$ cat config.mk
export PLATFORM = sky130hd
export DESIGN_NAME = pac_top
export DESIGN_NICKNAME = d
export VERILOG_FILES = /design/src/hw/pac_pkg.sv /design/src/hw/pac_top.sv /design/src/hw/pac_chan.sv /design/src/hw/pac_div.sv
export SDC_FILE = /design/constraint.sdc
export NUM_CORES = 1
export LEC_CHECK = 0
export BUFFER_PORTS_ARGS = -buffer_cell sky130_fd_sc_hd__buf_2
export CAP_MARGIN = 20
export CELL_PAD_IN_SITES_DETAIL_PLACEMENT = 0
export CELL_PAD_IN_SITES_GLOBAL_PLACEMENT = 1
export CORE_MARGIN = 4
export CORE_UTILIZATION = 38
export DETAILED_ROUTE_END_ITERATION = 10
export GPL_TIMING_DRIVEN = 0
export PLACE_DENSITY = 0.61
export SLEW_MARGIN = 25
export SYNTH_ARGS = -nofsm -noshare
export SYNTH_HDL_FRONTEND = slang
export SYNTH_SLANG_ARGS = --single-unit
export TNS_END_PERCENT = 5
$ cat constraint.sdc
create_clock -name sys_clk -period 6.55 [get_ports sys_clk]
set_clock_uncertainty 0.05 [all_clocks]
set_input_delay 0.655 -clock sys_clk [delete_from_list [all_inputs] [get_ports sys_clk]]
set_output_delay 0.655 -clock sys_clk [all_outputs]
set_load 0.05 [all_outputs]
$ cat src/hw/pac_pkg.sv
package pac_pkg;

    // Geometry
    localparam int NCH = 4;
    localparam int CNT_W = 16;
    localparam int MS_W = 17;
    localparam logic [15:0] CNT_MAX = 16'hffff;
    localparam logic [31:0] RESULT_MAX = 32'h0000_7fff;

    // Register byte offsets
    localparam logic [11:0] OFS_CTRL = 12'h000;
    localparam logic [11:0] OFS_INTERVAL = 12'h004;
    localparam logic [11:0] OFS_STATUS = 12'h008;
    localparam logic [11:0] OFS_CLEAR = 12'h00c;
    localparam logic [11:0] OFS_ENABLE = 12'h010;
    localparam logic [11:0] OFS_CFG = 12'h014;
    localparam logic [11:0] OFS_RESULT0 = 12'h020;
    localparam logic [11:0] OFS_COUNT0 = 12'h030;

    // Control bit positions
    localparam int CTRL_UNLOCK = 0;
    localparam int CTRL_RESYNC = 1;
    localparam int CTRL_HIRES = 2;
    localparam int CTRL_LOCKED = 3;
    localparam int CTRL_BUSY = 4;

    // Event bit positions
    localparam int EV_W = 3;
    localparam int EV_BOUNDARY = 0;
    localparam int EV_LONG = 1;
    localparam int EV_OVR = 2;

    // Configuration byte: [5:4] mode, [1:0] input type
    localparam int CFG_W = 8;
    localparam logic [1:0] TYPE_FAST = 2'h0;
    localparam logic [1:0] TYPE_AC = 2'h1;
    localparam logic [1:0] TYPE_SWITCH = 2'h2;
    localparam logic [1:0] MODE_ALL = 2'h0;
    localparam logic [1:0] MODE_DISCARD = 2'h1;
    localparam logic [1:0] MODE_FREQ = 2'h2;
    localparam logic [31:0] CFG_RESET = 32'h0000_0000;
    localparam logic [15:0] INTERVAL_RESET = 16'h0000;

    // Overrange result codes
    localparam logic [31:0] OVR_HIRES = 32'hfffe_7961;
    localparam logic [31:0] OVR_LORES = 32'hffff_e4a9;

    // Timing
    localparam int CLK_PERIOD_NS = 50;
    localparam int FAST_MIN_PULSE_NS = 2000;
    localparam int FAST_MAX_RATE_KHZ = 250;
    localparam int FAST_PULSE_CYC = FAST_MIN_PULSE_NS / CLK_PERIOD_NS;
    localparam int SW_CLOSE_US = 1000;
    localparam int SW_BOUNCE_US = 1400;
    localparam int SW_OPEN_US = 4000;
    localparam int SW_CLOSE_CYC = SW_CLOSE_US * 1000 / CLK_PERIOD_NS;
    localparam int SW_BOUNCE_CYC =
        (SW_BOUNCE_US * 1000 + CLK_PERIOD_NS - 1) / CLK_PERIOD_NS;
    localparam int MS_NS = 1000000;
    localparam int MS_CYC = MS_NS / CLK_PERIOD_NS;
    localparam logic [31:0] HZ_PER_MS = 32'd1000;
    localparam int DIV_STEPS = 32;

    // Comparator levels of one channel
    typedef struct packed {
        logic fast_above;
        logic fast_below;
        logic ac_pos;
        logic sw_closed;
    } pac_pins_t;

    // Per-channel configuration
    typedef struct packed {
        logic [1:0] rsv_hi;
        logic [1:0] mode;
        logic [1:0] rsv_lo;
        logic [1:0] in_type;
    } pac_cfg_t;

    // Engine states
    typedef enum logic [3:0] {
        ST_IDLE = 4'b0001,
        ST_PICK = 4'b0010,
        ST_DIV = 4'b0100,
        ST_STORE = 4'b1000
    } pac_state_t;

endpackage : pac_pkg

$ cat src/hw/pac_top.sv
// Design decisions made here: the APB register port and the address map.
`timescale 1ns/1ps
module pac_top #(
    parameter int MS_CYC = pac_pkg::MS_CYC,
    parameter int CLOSE_CYC = pac_pkg::SW_CLOSE_CYC,
    parameter int BOUNCE_CYC = pac_pkg::SW_BOUNCE_CYC
) (
    // Clock and reset
    input wire logic sys_clk,
    input wire logic resetn,
    // APB slave
    input wire logic psel,
    input wire logic penable,
    input wire logic pwrite,
    input wire logic [11:0] paddr,
    input wire logic [31:0] pwdata,
    output logic [31:0] prdata,
    output logic pready,
    output logic pslverr,
    // Sensor comparators
    input wire pac_pkg::pac_pins_t pins [pac_pkg::NCH],
    // Sequencer hold-off of the interval end
    input wire logic seq_hold,
    // Interrupt
    output logic irq
);

    localparam int NCH = pac_pkg::NCH;

    logic [15:0] count [NCH];
    logic [15:0] snap [NCH];
    logic [31:0] result [NCH];
    logic [31:0] next_result [NCH];
    logic [15:0] next_snap [NCH];

    ////////////////////////////////////////////////////////////////////////
    // Register state
    logic [31:0] cfg;
    logic [15:0] interval;
    logic locked;
    logic hires;
    logic [2:0] status;
    logic [2:0] enable;
    logic [31:0] next_cfg;
    logic [15:0] next_interval;
    logic next_locked;
    logic next_hires;
    logic [2:0] next_status;
    logic [2:0] next_enable;
    logic [31:0] next_prdata;
    logic resync;
    logic wr_en;
    logic setup;
    logic mapped;
    logic [2:0] events;

    // Interval timer state
    logic [14:0] presc;
    logic [16:0] elapsed;
    logic [16:0] snap_ms;
    logic snap_long;
    logic [14:0] next_presc;
    logic [16:0] next_elapsed;
    logic [16:0] next_snap_ms;
    logic next_snap_long;
    logic boundary;

    // Engine state
    pac_pkg::pac_state_t state;
    pac_pkg::pac_state_t next_state;
    logic [1:0] ch;
    logic [1:0] next_ch;
    logic [31:0] val;
    logic [31:0] next_val;
    logic div_start;
    logic div_done;
    logic [31:0] div_quot;
    pac_pkg::pac_cfg_t ch_cfg;

    ////////////////////////////////////////////////////////////////////////
    // Channels
    genvar gi;
    generate
        for (gi = 0; gi < NCH; gi++) begin : g_ch
            pac_pkg::pac_cfg_t c;
            assign c = cfg[gi*8 +: 8];
            pac_chan #(
                .CLOSE_CYC(CLOSE_CYC),
                .BOUNCE_CYC(BOUNCE_CYC)
            ) u_chan (
                .sys_clk(sys_clk),
                .resetn(resetn),
                .in_type(c.in_type),
                .clear(boundary),
                .pins(pins[gi]),
                .count(count[gi])
            );
            // Snapshot in the clearing cycle
            assign next_snap[gi] = boundary ? count[gi] : snap[gi];
        end
    endgenerate

    pac_div u_div (
        .sys_clk(sys_clk),
        .resetn(resetn),
        .start(div_start),
        .dividend(32'({16'h0, snap[ch]}) * pac_pkg::HZ_PER_MS),
        .divisor(snap_ms[15:0]),
        .quotient(div_quot),
        .done(div_done)
    );

    ////////////////////////////////////////////////////////////////////////
    // Interval timer with resync and sequencer hold-off
    always_comb begin
        next_presc = presc + 15'h1;
        next_elapsed = elapsed;
        next_snap_ms = snap_ms;
        next_snap_long = snap_long;
        boundary = (interval != 16'h0) && (elapsed >= {1'b0, interval})
            && !seq_hold && (state == pac_pkg::ST_IDLE);
        if (presc == 15'(MS_CYC - 1)) begin
            next_presc = 15'h0;
            if (elapsed != 17'h1ffff) begin
                next_elapsed = elapsed + 17'h1;
            end
        end
        if (resync) begin
            next_presc = 15'h0;
            next_elapsed = 17'h0;
        end else if (boundary) begin
            next_presc = 15'h0;
            next_elapsed = 17'h0;
            next_snap_ms = elapsed;
            next_snap_long = elapsed > {1'b0, interval};
        end
    end

    // Timer registers
    always_ff @(posedge sys_clk or negedge resetn) begin
        if (!resetn) begin
            presc <= 15'h0;
            elapsed <= 17'h0;
            snap_ms <= 17'h0;
            snap_long <= 1'b0;
        end else begin
            presc <= next_presc;
            elapsed <= next_elapsed;
            snap_ms <= next_snap_ms;
            snap_long <= next_snap_long;
        end
    end

    ////////////////////////////////////////////////////////////////////////
    // Result engine, one channel per repetition
    assign ch_cfg = cfg[ch*8 +: 8];

    always_comb begin
        next_state = state;
        next_ch = ch;
        next_val = val;
        div_start = 1'b0;
        events = 3'h0;
        events[pac_pkg::EV_BOUNDARY] = boundary;
        events[pac_pkg::EV_LONG] = boundary && (elapsed > {1'b0, interval});
        for (int i = 0; i < NCH; i++) begin
            next_result[i] = result[i];
        end
        case (state)
            pac_pkg::ST_IDLE: begin
                next_ch = 2'h0;
                if (boundary) begin
                    next_state = pac_pkg::ST_PICK;
                end
            end
            pac_pkg::ST_PICK: begin
                next_val = {16'h0, snap[ch]};
                next_state = pac_pkg::ST_STORE;
                if (ch_cfg.mode != pac_pkg::MODE_ALL && snap_long
                    && ch_cfg.mode != 2'h3) begin
                    next_state = pac_pkg::ST_STORE;
                end
                if (ch_cfg.mode == pac_pkg::MODE_FREQ) begin
                    div_start = 1'b1;
                    next_state = pac_pkg::ST_DIV;
                end
            end
            pac_pkg::ST_DIV: begin
                if (div_done) begin
                    next_val = div_quot;
                    next_state = pac_pkg::ST_STORE;
                end
            end
            pac_pkg::ST_STORE: begin
                if ((ch_cfg.mode == pac_pkg::MODE_DISCARD
                     || ch_cfg.mode == pac_pkg::MODE_FREQ) && snap_long) begin
                    next_result[ch] = result[ch];
                end else if (val > pac_pkg::RESULT_MAX) begin
                    next_result[ch] = hires ? pac_pkg::OVR_HIRES
                        : pac_pkg::OVR_LORES;
                    events[pac_pkg::EV_OVR] = 1'b1;
                end else begin
                    next_result[ch] = val;
                end
                next_ch = ch + 2'h1;
                next_state = (ch == 2'(NCH - 1)) ? pac_pkg::ST_IDLE
                    : pac_pkg::ST_PICK;
            end
            default: begin
                next_state = pac_pkg::ST_IDLE;
            end
        endcase
    end

    // Engine registers
    always_ff @(posedge sys_clk or negedge resetn) begin
        if (!resetn) begin
            state <= pac_pkg::ST_IDLE;
            ch <= 2'h0;
            val <= 32'h0;
            for (int i = 0; i < NCH; i++) begin
                result[i] <= 32'h0;
                snap[i] <= 16'h0;
            end
        end else begin
            state <= next_state;
            ch <= next_ch;
            val <= next_val;
            for (int i = 0; i < NCH; i++) begin
                result[i] <= next_result[i];
                snap[i] <= next_snap[i];
            end
        end
    end

    ////////////////////////////////////////////////////////////////////////
    // APB slave, zero wait states, read data latched in setup
    assign pready = 1'b1;
    assign setup = psel && !penable;
    assign wr_en = psel && penable && pwrite;
    assign mapped = (paddr <= pac_pkg::OFS_CFG && paddr[1:0] == 2'h0)
        || (paddr >= pac_pkg::OFS_RESULT0 && paddr < 12'h040
            && paddr[1:0] == 2'h0);
    assign pslverr = psel && penable && !mapped;
    assign resync = wr_en && paddr == pac_pkg::OFS_CTRL
        && pwdata[pac_pkg::CTRL_RESYNC];
    assign irq = |(status & enable);

    always_comb begin
        next_cfg = cfg;
        next_interval = interval;
        next_locked = locked;
        next_hires = hires;
        next_enable = enable;
        next_status = status;
        next_prdata = prdata;
        // Software clear first, events win over it
        if (wr_en && paddr == pac_pkg::OFS_CLEAR) begin
            next_status = status & ~pwdata[2:0];
        end
        next_status = next_status | events;
        if (wr_en) begin
            case (paddr)
                pac_pkg::OFS_CTRL: begin
                    next_hires = pwdata[pac_pkg::CTRL_HIRES];
                    if (pwdata[pac_pkg::CTRL_UNLOCK]) begin
                        next_locked = 1'b0;
                    end
                end
                pac_pkg::OFS_INTERVAL: begin
                    if (!locked) begin
                        next_interval = pwdata[15:0];
                        next_locked = 1'b1;
                    end
                end
                pac_pkg::OFS_ENABLE: next_enable = pwdata[2:0];
                pac_pkg::OFS_CFG: next_cfg = pwdata;
                default: begin
                    next_cfg = cfg;
                end
            endcase
        end
        if (setup) begin
            next_prdata = 32'h0;
            case (paddr)
                pac_pkg::OFS_CTRL: begin
                    next_prdata[pac_pkg::CTRL_HIRES] = hires;
                    next_prdata[pac_pkg::CTRL_LOCKED] = locked;
                    next_prdata[pac_pkg::CTRL_BUSY] =
                        state != pac_pkg::ST_IDLE;
                end
                pac_pkg::OFS_INTERVAL: next_prdata[15:0] = interval;
                pac_pkg::OFS_STATUS: next_prdata[2:0] = status;
                pac_pkg::OFS_ENABLE: next_prdata[2:0] = enable;
                pac_pkg::OFS_CFG: next_prdata = cfg;
                default: begin
                    if (paddr >= pac_pkg::OFS_COUNT0 && mapped) begin
                        next_prdata[15:0] = count[paddr[3:2]];
                    end else if (paddr >= pac_pkg::OFS_RESULT0 && mapped) begin
                        next_prdata = result[paddr[3:2]];
                    end
                end
            endcase
        end
    end

    // Register file
    always_ff @(posedge sys_clk or negedge resetn) begin
        if (!resetn) begin
            cfg <= pac_pkg::CFG_RESET;
            interval <= pac_pkg::INTERVAL_RESET;
            locked <= 1'b0;
            hires <= 1'b0;
            status <= 3'h0;
            enable <= 3'h0;
            prdata <= 32'h0;
        end else begin
            cfg <= next_cfg;
            interval <= next_interval;
            locked <= next_locked;
            hires <= next_hires;
            status <= next_status;
            enable <= next_enable;
            prdata <= next_prdata;
        end
    end

endmodule : pac_top

$ cat src/hw/pac_chan.sv
`timescale 1ns/1ps
module pac_chan #(
    parameter int CLOSE_CYC = pac_pkg::SW_CLOSE_CYC,
    parameter int BOUNCE_CYC = pac_pkg::SW_BOUNCE_CYC
) (
    // Clock and reset
    input wire logic sys_clk,
    input wire logic resetn,
    // Configuration and interval clear
    input wire logic [1:0] in_type,
    input wire logic clear,
    // Comparator levels
    input wire pac_pkg::pac_pins_t pins,
    // Running count
    output logic [15:0] count
);

    logic armed;
    logic ac_prev;
    logic sw_state;
    logic [14:0] sw_cnt;
    logic next_armed;
    logic next_ac_prev;
    logic next_sw_state;
    logic [14:0] next_sw_cnt;
    logic [15:0] next_count;
    logic edge_ev;

    ////////////////////////////////////////////////////////////////////////
    // Edge detection per input type
    always_comb begin
        next_armed = armed;
        next_ac_prev = pins.ac_pos;
        next_sw_state = sw_state;
        next_sw_cnt = 15'h0;
        edge_ev = 1'b0;
        // Arm below low level, count on reaching high level
        if (pins.fast_below) begin
            next_armed = 1'b1;
        end else if (pins.fast_above && armed) begin
            next_armed = 1'b0;
            edge_ev = (in_type == pac_pkg::TYPE_FAST);
        end
        if (in_type == pac_pkg::TYPE_AC) begin
            edge_ev = pins.ac_pos && !ac_prev;
        end
        // Debounce: count accepted closures, swallow short opens
        if (pins.sw_closed != sw_state) begin
            next_sw_cnt = sw_cnt + 15'h1;
            if (!sw_state && sw_cnt == 15'(CLOSE_CYC - 1)) begin
                next_sw_state = 1'b1;
                next_sw_cnt = 15'h0;
                if (in_type == pac_pkg::TYPE_SWITCH) begin
                    edge_ev = 1'b1;
                end
            end else if (sw_state && sw_cnt == 15'(BOUNCE_CYC - 1)) begin
                next_sw_state = 1'b0;
                next_sw_cnt = 15'h0;
            end
        end
        // Clear and count together so a boundary edge lands once
        if (clear) begin
            next_count = {15'h0, edge_ev};
        end else if (edge_ev && count != pac_pkg::CNT_MAX) begin
            next_count = count + 16'h1;
        end else begin
            next_count = count;
        end
    end

    // State registers
    always_ff @(posedge sys_clk or negedge resetn) begin
        if (!resetn) begin
            armed <= 1'b0;
            ac_prev <= 1'b0;
            sw_state <= 1'b0;
            sw_cnt <= 15'h0;
            count <= 16'h0;
        end else begin
            armed <= next_armed;
            ac_prev <= next_ac_prev;
            sw_state <= next_sw_state;
            sw_cnt <= next_sw_cnt;
            count <= next_count;
        end
    end

endmodule : pac_chan

$ cat src/hw/pac_div.sv
`timescale 1ns/1ps
module pac_div (
    // Clock and reset
    input wire logic sys_clk,
    input wire logic resetn,
    // Request
    input wire logic start,
    input wire logic [31:0] dividend,
    input wire logic [15:0] divisor,
    // Answer
    output logic [31:0] quotient,
    output logic done
);

    logic busy;
    logic [5:0] step;
    logic [16:0] rem;
    logic next_busy;
    logic [5:0] next_step;
    logic [16:0] next_rem;
    logic [31:0] next_quotient;
    logic next_done;
    logic [16:0] shifted;

    ////////////////////////////////////////////////////////////////////////
    // Restoring division, one quotient bit per cycle
    always_comb begin
        next_busy = busy;
        next_step = step;
        next_rem = rem;
        next_quotient = quotient;
        next_done = 1'b0;
        shifted = {rem[15:0], quotient[31]};
        if (start) begin
            next_busy = 1'b1;
            next_step = 6'h0;
            next_rem = 17'h0;
            next_quotient = dividend;
        end else if (busy) begin
            if (shifted >= {1'b0, divisor}) begin
                next_rem = shifted - {1'b0, divisor};
                next_quotient = {quotient[30:0], 1'b1};
            end else begin
                next_rem = shifted;
                next_quotient = {quotient[30:0], 1'b0};
            end
            next_step = step + 6'h1;
            if (step == 6'(pac_pkg::DIV_STEPS - 1)) begin
                next_busy = 1'b0;
                next_done = 1'b1;
            end
        end
    end

    // Registers
    always_ff @(posedge sys_clk or negedge resetn) begin
        if (!resetn) begin
            busy <= 1'b0;
            step <= 6'h0;
            rem <= 17'h0;
            quotient <= 32'h0;
            done <= 1'b0;
        end else begin
            busy <= next_busy;
            step <= next_step;
            rem <= next_rem;
            quotient <= next_quotient;
            done <= next_done;
        end
    end

endmodule : pac_div

== Word level (Yosys, flattened, before mapping) ==
Index checks and enable logic that the tools add are counted.

* Register bits: 559
* Input port bits: 66

* Add/sub/neg operators: 13
* Muxes and demuxes: 125
* Eq/ne operators: 43
* Shift operators: 1
* Bitwise logic cells: 8
* Magnitude comparators: 11
* $mul: 1
* Reductions and logical operators: 93

{| class="wikitable"
|+ Operator list
! cell !! number
|-
| 128-bit bitwise mux || 3
|-
| 32-bit 2-to-1 mux || 9
|-
| 16-bit 2-to-1 mux || 17
|-
| 128-bit 2-to-1 mux || 2
|-
| 15-bit 2-to-1 mux || 15
|-
| 15-bit equality test (second input constant) || 9
|-
| 32-bit binary-select mux with 2-bit select || 2
|-
| 17-bit 2-to-1 mux || 5
|-
| 15-bit by 1-bit adder with 15-bit output (second input constant) || 5
|-
| 16-bit by 1-bit adder with 16-bit output (second input constant) || 4
|-
| 16-bit binary-select mux with 2-bit select || 2
|-
| 32-bit demux with 2-bit select || 1
|-
| 16-bit != test (second input constant) || 4
|-
| 32-bit one-hot mux with 2 select lines || 1
|-
| 1-bit 2-to-1 mux || 53
|-
| 1-bit logical AND || 38
|-
| 17-bit by 16-bit >= comparator with 1-bit output || 2
|-
| 11-bit one-hot mux with 3 select lines || 1
|-
| 32-bit by 15-bit greater-than comparator with 1-bit output (second input constant) || 1
|-
| 16-bit one-hot mux with 2 select lines || 1
|-
| 2-bit nonzero test || 16
|-
| 32-bit by 6-bit indexed part select with 6-bit output || 1
|-
| 12-bit by 4-bit equality test with 1-bit output (second input constant) || 2
|-
| 12-bit by 5-bit equality test with 1-bit output (second input constant) || 2
|-
| other kinds (50) || 99
|}

== Longest topological paths before layout ==
* Depth after elaboration: 10
* Mapped depth: 20
* Gate-level depth less buffers: 17

== Hierarchy ==
Synthesis repeated with hierarchy kept, for this count alone.

* Cells, all modules: 2944
* Area total of the unflattened synthesis: 31675.4 sq um

{| class="wikitable"
|+ By module, submodules not included
! module !! seq. area each (sq um) !! cells each !! instances !! area an instance (sq um)
|-
| pac_top || 9185.1 || 1794 || 1 || 20718.6
|-
| pac_chan || 850.8 || 189 || 4 || 1863.0
|-
| pac_div || 1401.3 || 394 || 1 || 3504.6
|}

== Worst setup path after synthesis ==
OpenSTA, ideal clock, no wires.

* Path kind: register -> register
* From: reg ch[0]
* To: reg u_div.quotient[18]
* Required time: 6.366 ns
* Clock period less this slack: 5.697 ns
* Arrival time: 5.513 ns
* Path slack: 0.853 ns
* Buffers on the path: 2
* Cell stages (with the launch flop): 18
* Cells stage by stage: dfrtp_1 clkbuf_1 buf_1 mux4_2 inv_1 fa_1 fa_1 fa_1 fa_1 inv_1 ha_1 and2_1 a311o_1 o211ai_1 nand2_1 a31oi_1 xor2_1 o21ai_0

* Word-level cells in the longest chain between the ends: 6
* Elaborated cells between the ends (all ways): 11
* Classes of those cells: mul (1); eq/ne (1); shift (1); mux (6); bitwise (1); reduce/logical (1)

{| class="wikitable"
|+ Ends and longest elaborated chain
! item !! RTL line !! RTL
|-
| start: declaration || pac_top.sv:71 || <nowiki>logic [1:0] ch;</nowiki>
|-
| start signal: assignment || pac_top.sv:227 || <nowiki>ch <= next_ch;</nowiki>
|-
| 2-bit NOT with 3-bit output (not written as such) || pac_top.sv:107 || <nowiki>.dividend(32'({16'h0, snap[ch]}) * pac_pkg::HZ_PER_MS),</nowiki>
|-
| 16-bit binary-select mux with 2-bit select || pac_top.sv:107 ||
|-
| 16-bit 2-to-1 mux (not written as such) (2 in series) || pac_top.sv:107 ||
|-
| 16-bit by 7-bit multiplier with 23-bit output || pac_top.sv:107 ||
|-
| 32-bit 2-to-1 mux || pac_div.sv:34 || <nowiki>if (start) begin</nowiki>
|-
| end signal: assignment || pac_div.sv:67 || <nowiki>quotient <= next_quotient;</nowiki>
|-
| end: declaration || pac_div.sv:11 || <nowiki>output logic [31:0] quotient,</nowiki>
|}

Parallel ways exist; a longest one is shown, timed or not. The select of a mux whose other input is x is not followed.
A chain may end at the register's enable or synchronous reset.

== Final worst setup path ==
* From: reg ch[1]
* To: reg u_div.quotient[25]

Same word-level chain as after synthesis.

==> results.json <==
{
  "status": "complete, no violations",
  "globalplace.congestion": 0.850,
  "grt_pass1_vias": 24000,
  "num_vias": 22900,
  "grt_pass1_wl_um": 143000,
  "cts_setup_buffers": 0,
  "async_flop_share_pct": 100,
  "yosys_warnings": 0,
  "post_layout_nonfiller_instances": 4189,
  "worst_setup_path_start_kind": "register",
  "cp-end-kind": "register",
  "grt_max_degree": 89,
  "fmax_mhz": 164,
  "ff_latch_area_mm2": 0.0140,
  "syn_nets": 3126,
  "ir_drop_mv": 0.164,
  "synth_area_leaders": "dfrtp_1 (45%), mux4_2 (7.1%), mux2_2 (5.3%)",
  "io_buffers": 97,
  "multi_input_comb_area_mm2": 0.0157,
  "yosysUniqueCellTypes": 85,
  "internal-power_mw": 6.83,
  "ys_seq_elements": 559,
  "synth_top_family_by_area": "multiplexers",
  "cts-root-buf": "clkbuf_16",
  "final.period_utilization_pct": 93.0,
  "min_path_type": "in2reg",
  "antenna_found_initial": 1,
  "cts_made_buffers": 68,
  "switching_share_pct": 29.0,
  "synth_enable_flop_cells": 0,
  "area_delta_synth_final_pct": 14.2,
  "crit_type": "reg2reg",
  "synthDominantCellAreaShare_pct": 45.1,
  "floorplan.initialDensity_pct": 38.4,
  "pwr-share-clk_pct": 41.0,
  "powerDensity_mw_per_mm2": 272,
  "netlist_area_mm2": 0.0309,
  "yosys.area_share.xor_xnor_pct": 4.78,
  "leakage_nw": 16.0,
  "core-area_mm2": 0.0807,
  "cp_max_fo": 10,
  "seqPwrFrac_pct": 39.5,
  "layout_setup_ws_ns": 0.457,
  "slew_headroom_pct": 28.9,
  "rsz0062_at_grt": "no",
  "worst_pin_slew_ns": 1.07,
  "synthAdderAreaFrac_pct": 7.68,
  "power.switching_mw": 2.79,
  "nets": 3302,
  "detail-route-antenna-nets": 0,
  "dieHeight_um": 293,
  "finalHoldViolCount": 0,
  "tritoncts": "built",
  "ys_seq_area_share_pct": 45.2,
  "drt-pass1-iter-count": 5,
  "post-route-util_pct": 43.8,
  "path_clk_slew_ns": 0.06,
  "clkSinkCount": 559,
  "fin_crit_ns": 6.09,
  "wirelength_um": 91100,
  "gr-total-overflow": 0,
  "synth-simple-area-share_pct": 13.4,
  "yosysTopAreaCell": "dfrtp_1",
  "chipWidth_um": 293,
  "drv_slew": 0,
  "ios": 101,
  "h-tree-depth": 3,
  "rows": 104,
  "setup_viol": 0,
  "synth_compound_area_share_pct": 9.84,
  "synthCells": 2903,
  "vias_per_cell": 5.47,
  "place_inst": 4068,
  "cp_data_arrival_time_ns": 6.47,
  "post-dp-hpwl_um": 67500,
  "wl_per_cell_um": 21.7,
  "drt_iter0_markers": 1622,
  "num_antenna_cells": 0,
  "avgSynthCellArea_um2": 10.7,
  "combPwrFrac_pct": 19.5,
  "clockBufferDepth": 3,
  "grt_usage_pct": 21.3,
  "clk_latency_ns": 0.60,
  "layout-drive-gt1-share_pct": 16.8,
  "pre_cts_ws_ns": -0.266,
  "maxCapViolations": 0,
  "fillers": 7668,
  "die_area_mm2": 0.0861,
  "drc": 0,
  "cp.required_ns": 6.93,
  "synth.area.mux_share_pct": 14.9,
  "synthFlopType": "dfrtp_1",
  "rrSetupSlack_ns": 0.46
}
==> worst max-delay path, cell delays in order (launching register included) <==
cell and delay [ns]:
dfrtp_1 0.39, clkbuf_1 0.44, clkbuf_2 0.52, mux4_2 0.50
inv_1 0.28, fa_1 0.49, fa_1 0.51, inv_1 0.05
fa_1 0.50, inv_1 0.05, fa_1 0.50, inv_1 0.04
ha_1 0.28, clkbuf_1 0.20, a21oi_1 0.24, o21a_1 0.21
o21ai_0 0.09, a21oi_1 0.16, o21ai_0 0.12, xnor2_1 0.19
o21ai_0 0.09
==> worst paths after layout <==
kind                                            endpoint                 start  cells past startpoint
worst max register to register        u_div.quotient[25]                 ch[1]                     20
worst min register to register      g_ch[2].u_chan.armed  g_ch[2].u_chan.armed                      1
worst min-delay path              g_ch[0].u_chan.ac_prev              pins[13]                      1
worst max-delay path                  u_div.quotient[25]                 ch[1]                     20
min in group asynchronous       g_ch[1].u_chan.sw_cnt[2]                resetn                      2
max in group asynchronous        g_ch[2].u_chan.count[6]                resetn                      6
==> per-stage QoR <==
| stage | setup TNS [ns] | hold WS, ns | cell area [um^2] | total power [mW] |
|---|---|---|---|---|
| 6_report | 0 | 0.127 | 35400 | 9.62 |
| 5_1_grt | 0 | 0.105 | 35400 | 10.2 |
| 4_1_cts | 0 | 0.0898 | 35400 | 9.74 |
| 3_5_place_dp | -1.69 | 0.408 | 33000 | 5.75 |
| 3_3_place_gp | -3879.38 | 0.400 | 32800 | 5.71 |
| 2_1_floorplan | 0 | 0.309 | 30900 | 5.17 |
==> metal layers <==
layer / up-vias / GRT usage, % / routed length, um
li1: 10600 / - / -
met1: 11700 / 29.7 / 41400
met2: 475 / 35.0 / 43600
met3: 123 / 3.20 / 3800
met4: 0 / 5.97 / 2310
met5: - / 0 / 0
==> cells in the mapped netlist (all sizes together) (8+ instances only) <==
master    n
dfrtp   558
nand2   283
nor2    251
o21ai   240
inv     164
mux2    153
a21oi   115
xor2    108
ha      102
clkbuf   99
mux4     98
nand3    74
mux2i    68
xnor2    61
buf      56
fa       55
and3     52
nand4    51
nor3     39
a221oi   28
a31oi    22
a22o     21
nor4     18
or3      17
a21o     16
nand2b   14
and4     10
o21a     10
nor2b     9
and2      8
==> registers in the layout (all words and copies together), names as in the netlist, 16 cells and up <==
| signal | cells |
|---|---|
| snap | 64 |
| u_div.rem | 16 |
| result | 128 |
| g_ch.u_chan.count | 64 |
| val | 32 |
| interval | 16 |
| u_div.quotient | 32 |
| prdata | 32 |
| snap_ms | 16 |
| g_ch.u_chan.sw_cnt | 60 |
| elapsed | 17 |
| cfg | 32 |
==> final cells by class <==
class	instances	area share, %
Buffer	155	2.00
Clock buffer	98	5.65
Clock inverter	22	0.941
Inverter	165	1.75
Multi-Input combinational cell	2024	44.3
Sequential cell	559	39.6
Tap cell	1060	3.75
Timing Repair Buffer	106	1.99
==> logic make-up after synthesis <==
group	after synthesis
and+or+nand+nor	870
DFF	559
AOI/OAI and AO/OA	508
buffers and inverters	320
muxes	319
xor gates and xnor gates	169
adders and majority gates	157
other	1
==> power groups by stage <==
| stage | clock (mW) | combinational [mW] | sequential [mW] |
|---|---|---|---|
| after floorplan | 0 | 1.34 | 3.83 |
| after global placement | 0 | 1.85 | 3.86 |
| after detailed placement | 0 | 1.89 | 3.86 |
| after CTS | 4.04 | 1.90 | 3.80 |
| after global routing | 4.19 | 2.14 | 3.82 |
| final | 3.94 | 1.87 | 3.80 |
==> layout by cell type, fill, tap and decap left out, types with 9 or more instances in the layout <==
master and count:
nand2_1 283, a22o_1 21, clkbuf_1 109, clkbuf_16 70, o21ai_0 236, nand4_1 51, mux4_2 98, and3_1 52
xnor2_1 61, mux2_2 147, and4_1 10, nor3_1 36, nand3_1 74, mux2i_1 68, or3_1 17, o21a_1 10
clkinv_2 9, nand2b_1 14, nor2b_1 9, nor2_1 248, buf_2 123, dfrtp_1 558, a21o_1 16, fa_1 55
ha_1 102, a21oi_1 115, nor4_1 16, clkbuf_8 14, a31oi_1 21, inv_1 164, xor2_1 108, buf_1 13
a221oi_1 28
==> repair_timing <==
item | CTS | global route
hold buffers | 1 | 0
endpoints found under the hold margin | 52 | 0
resized for setup | 4 | 17
endpoints found under the setup margin | 10 | 10
Power figures use the tool's default switching activity.
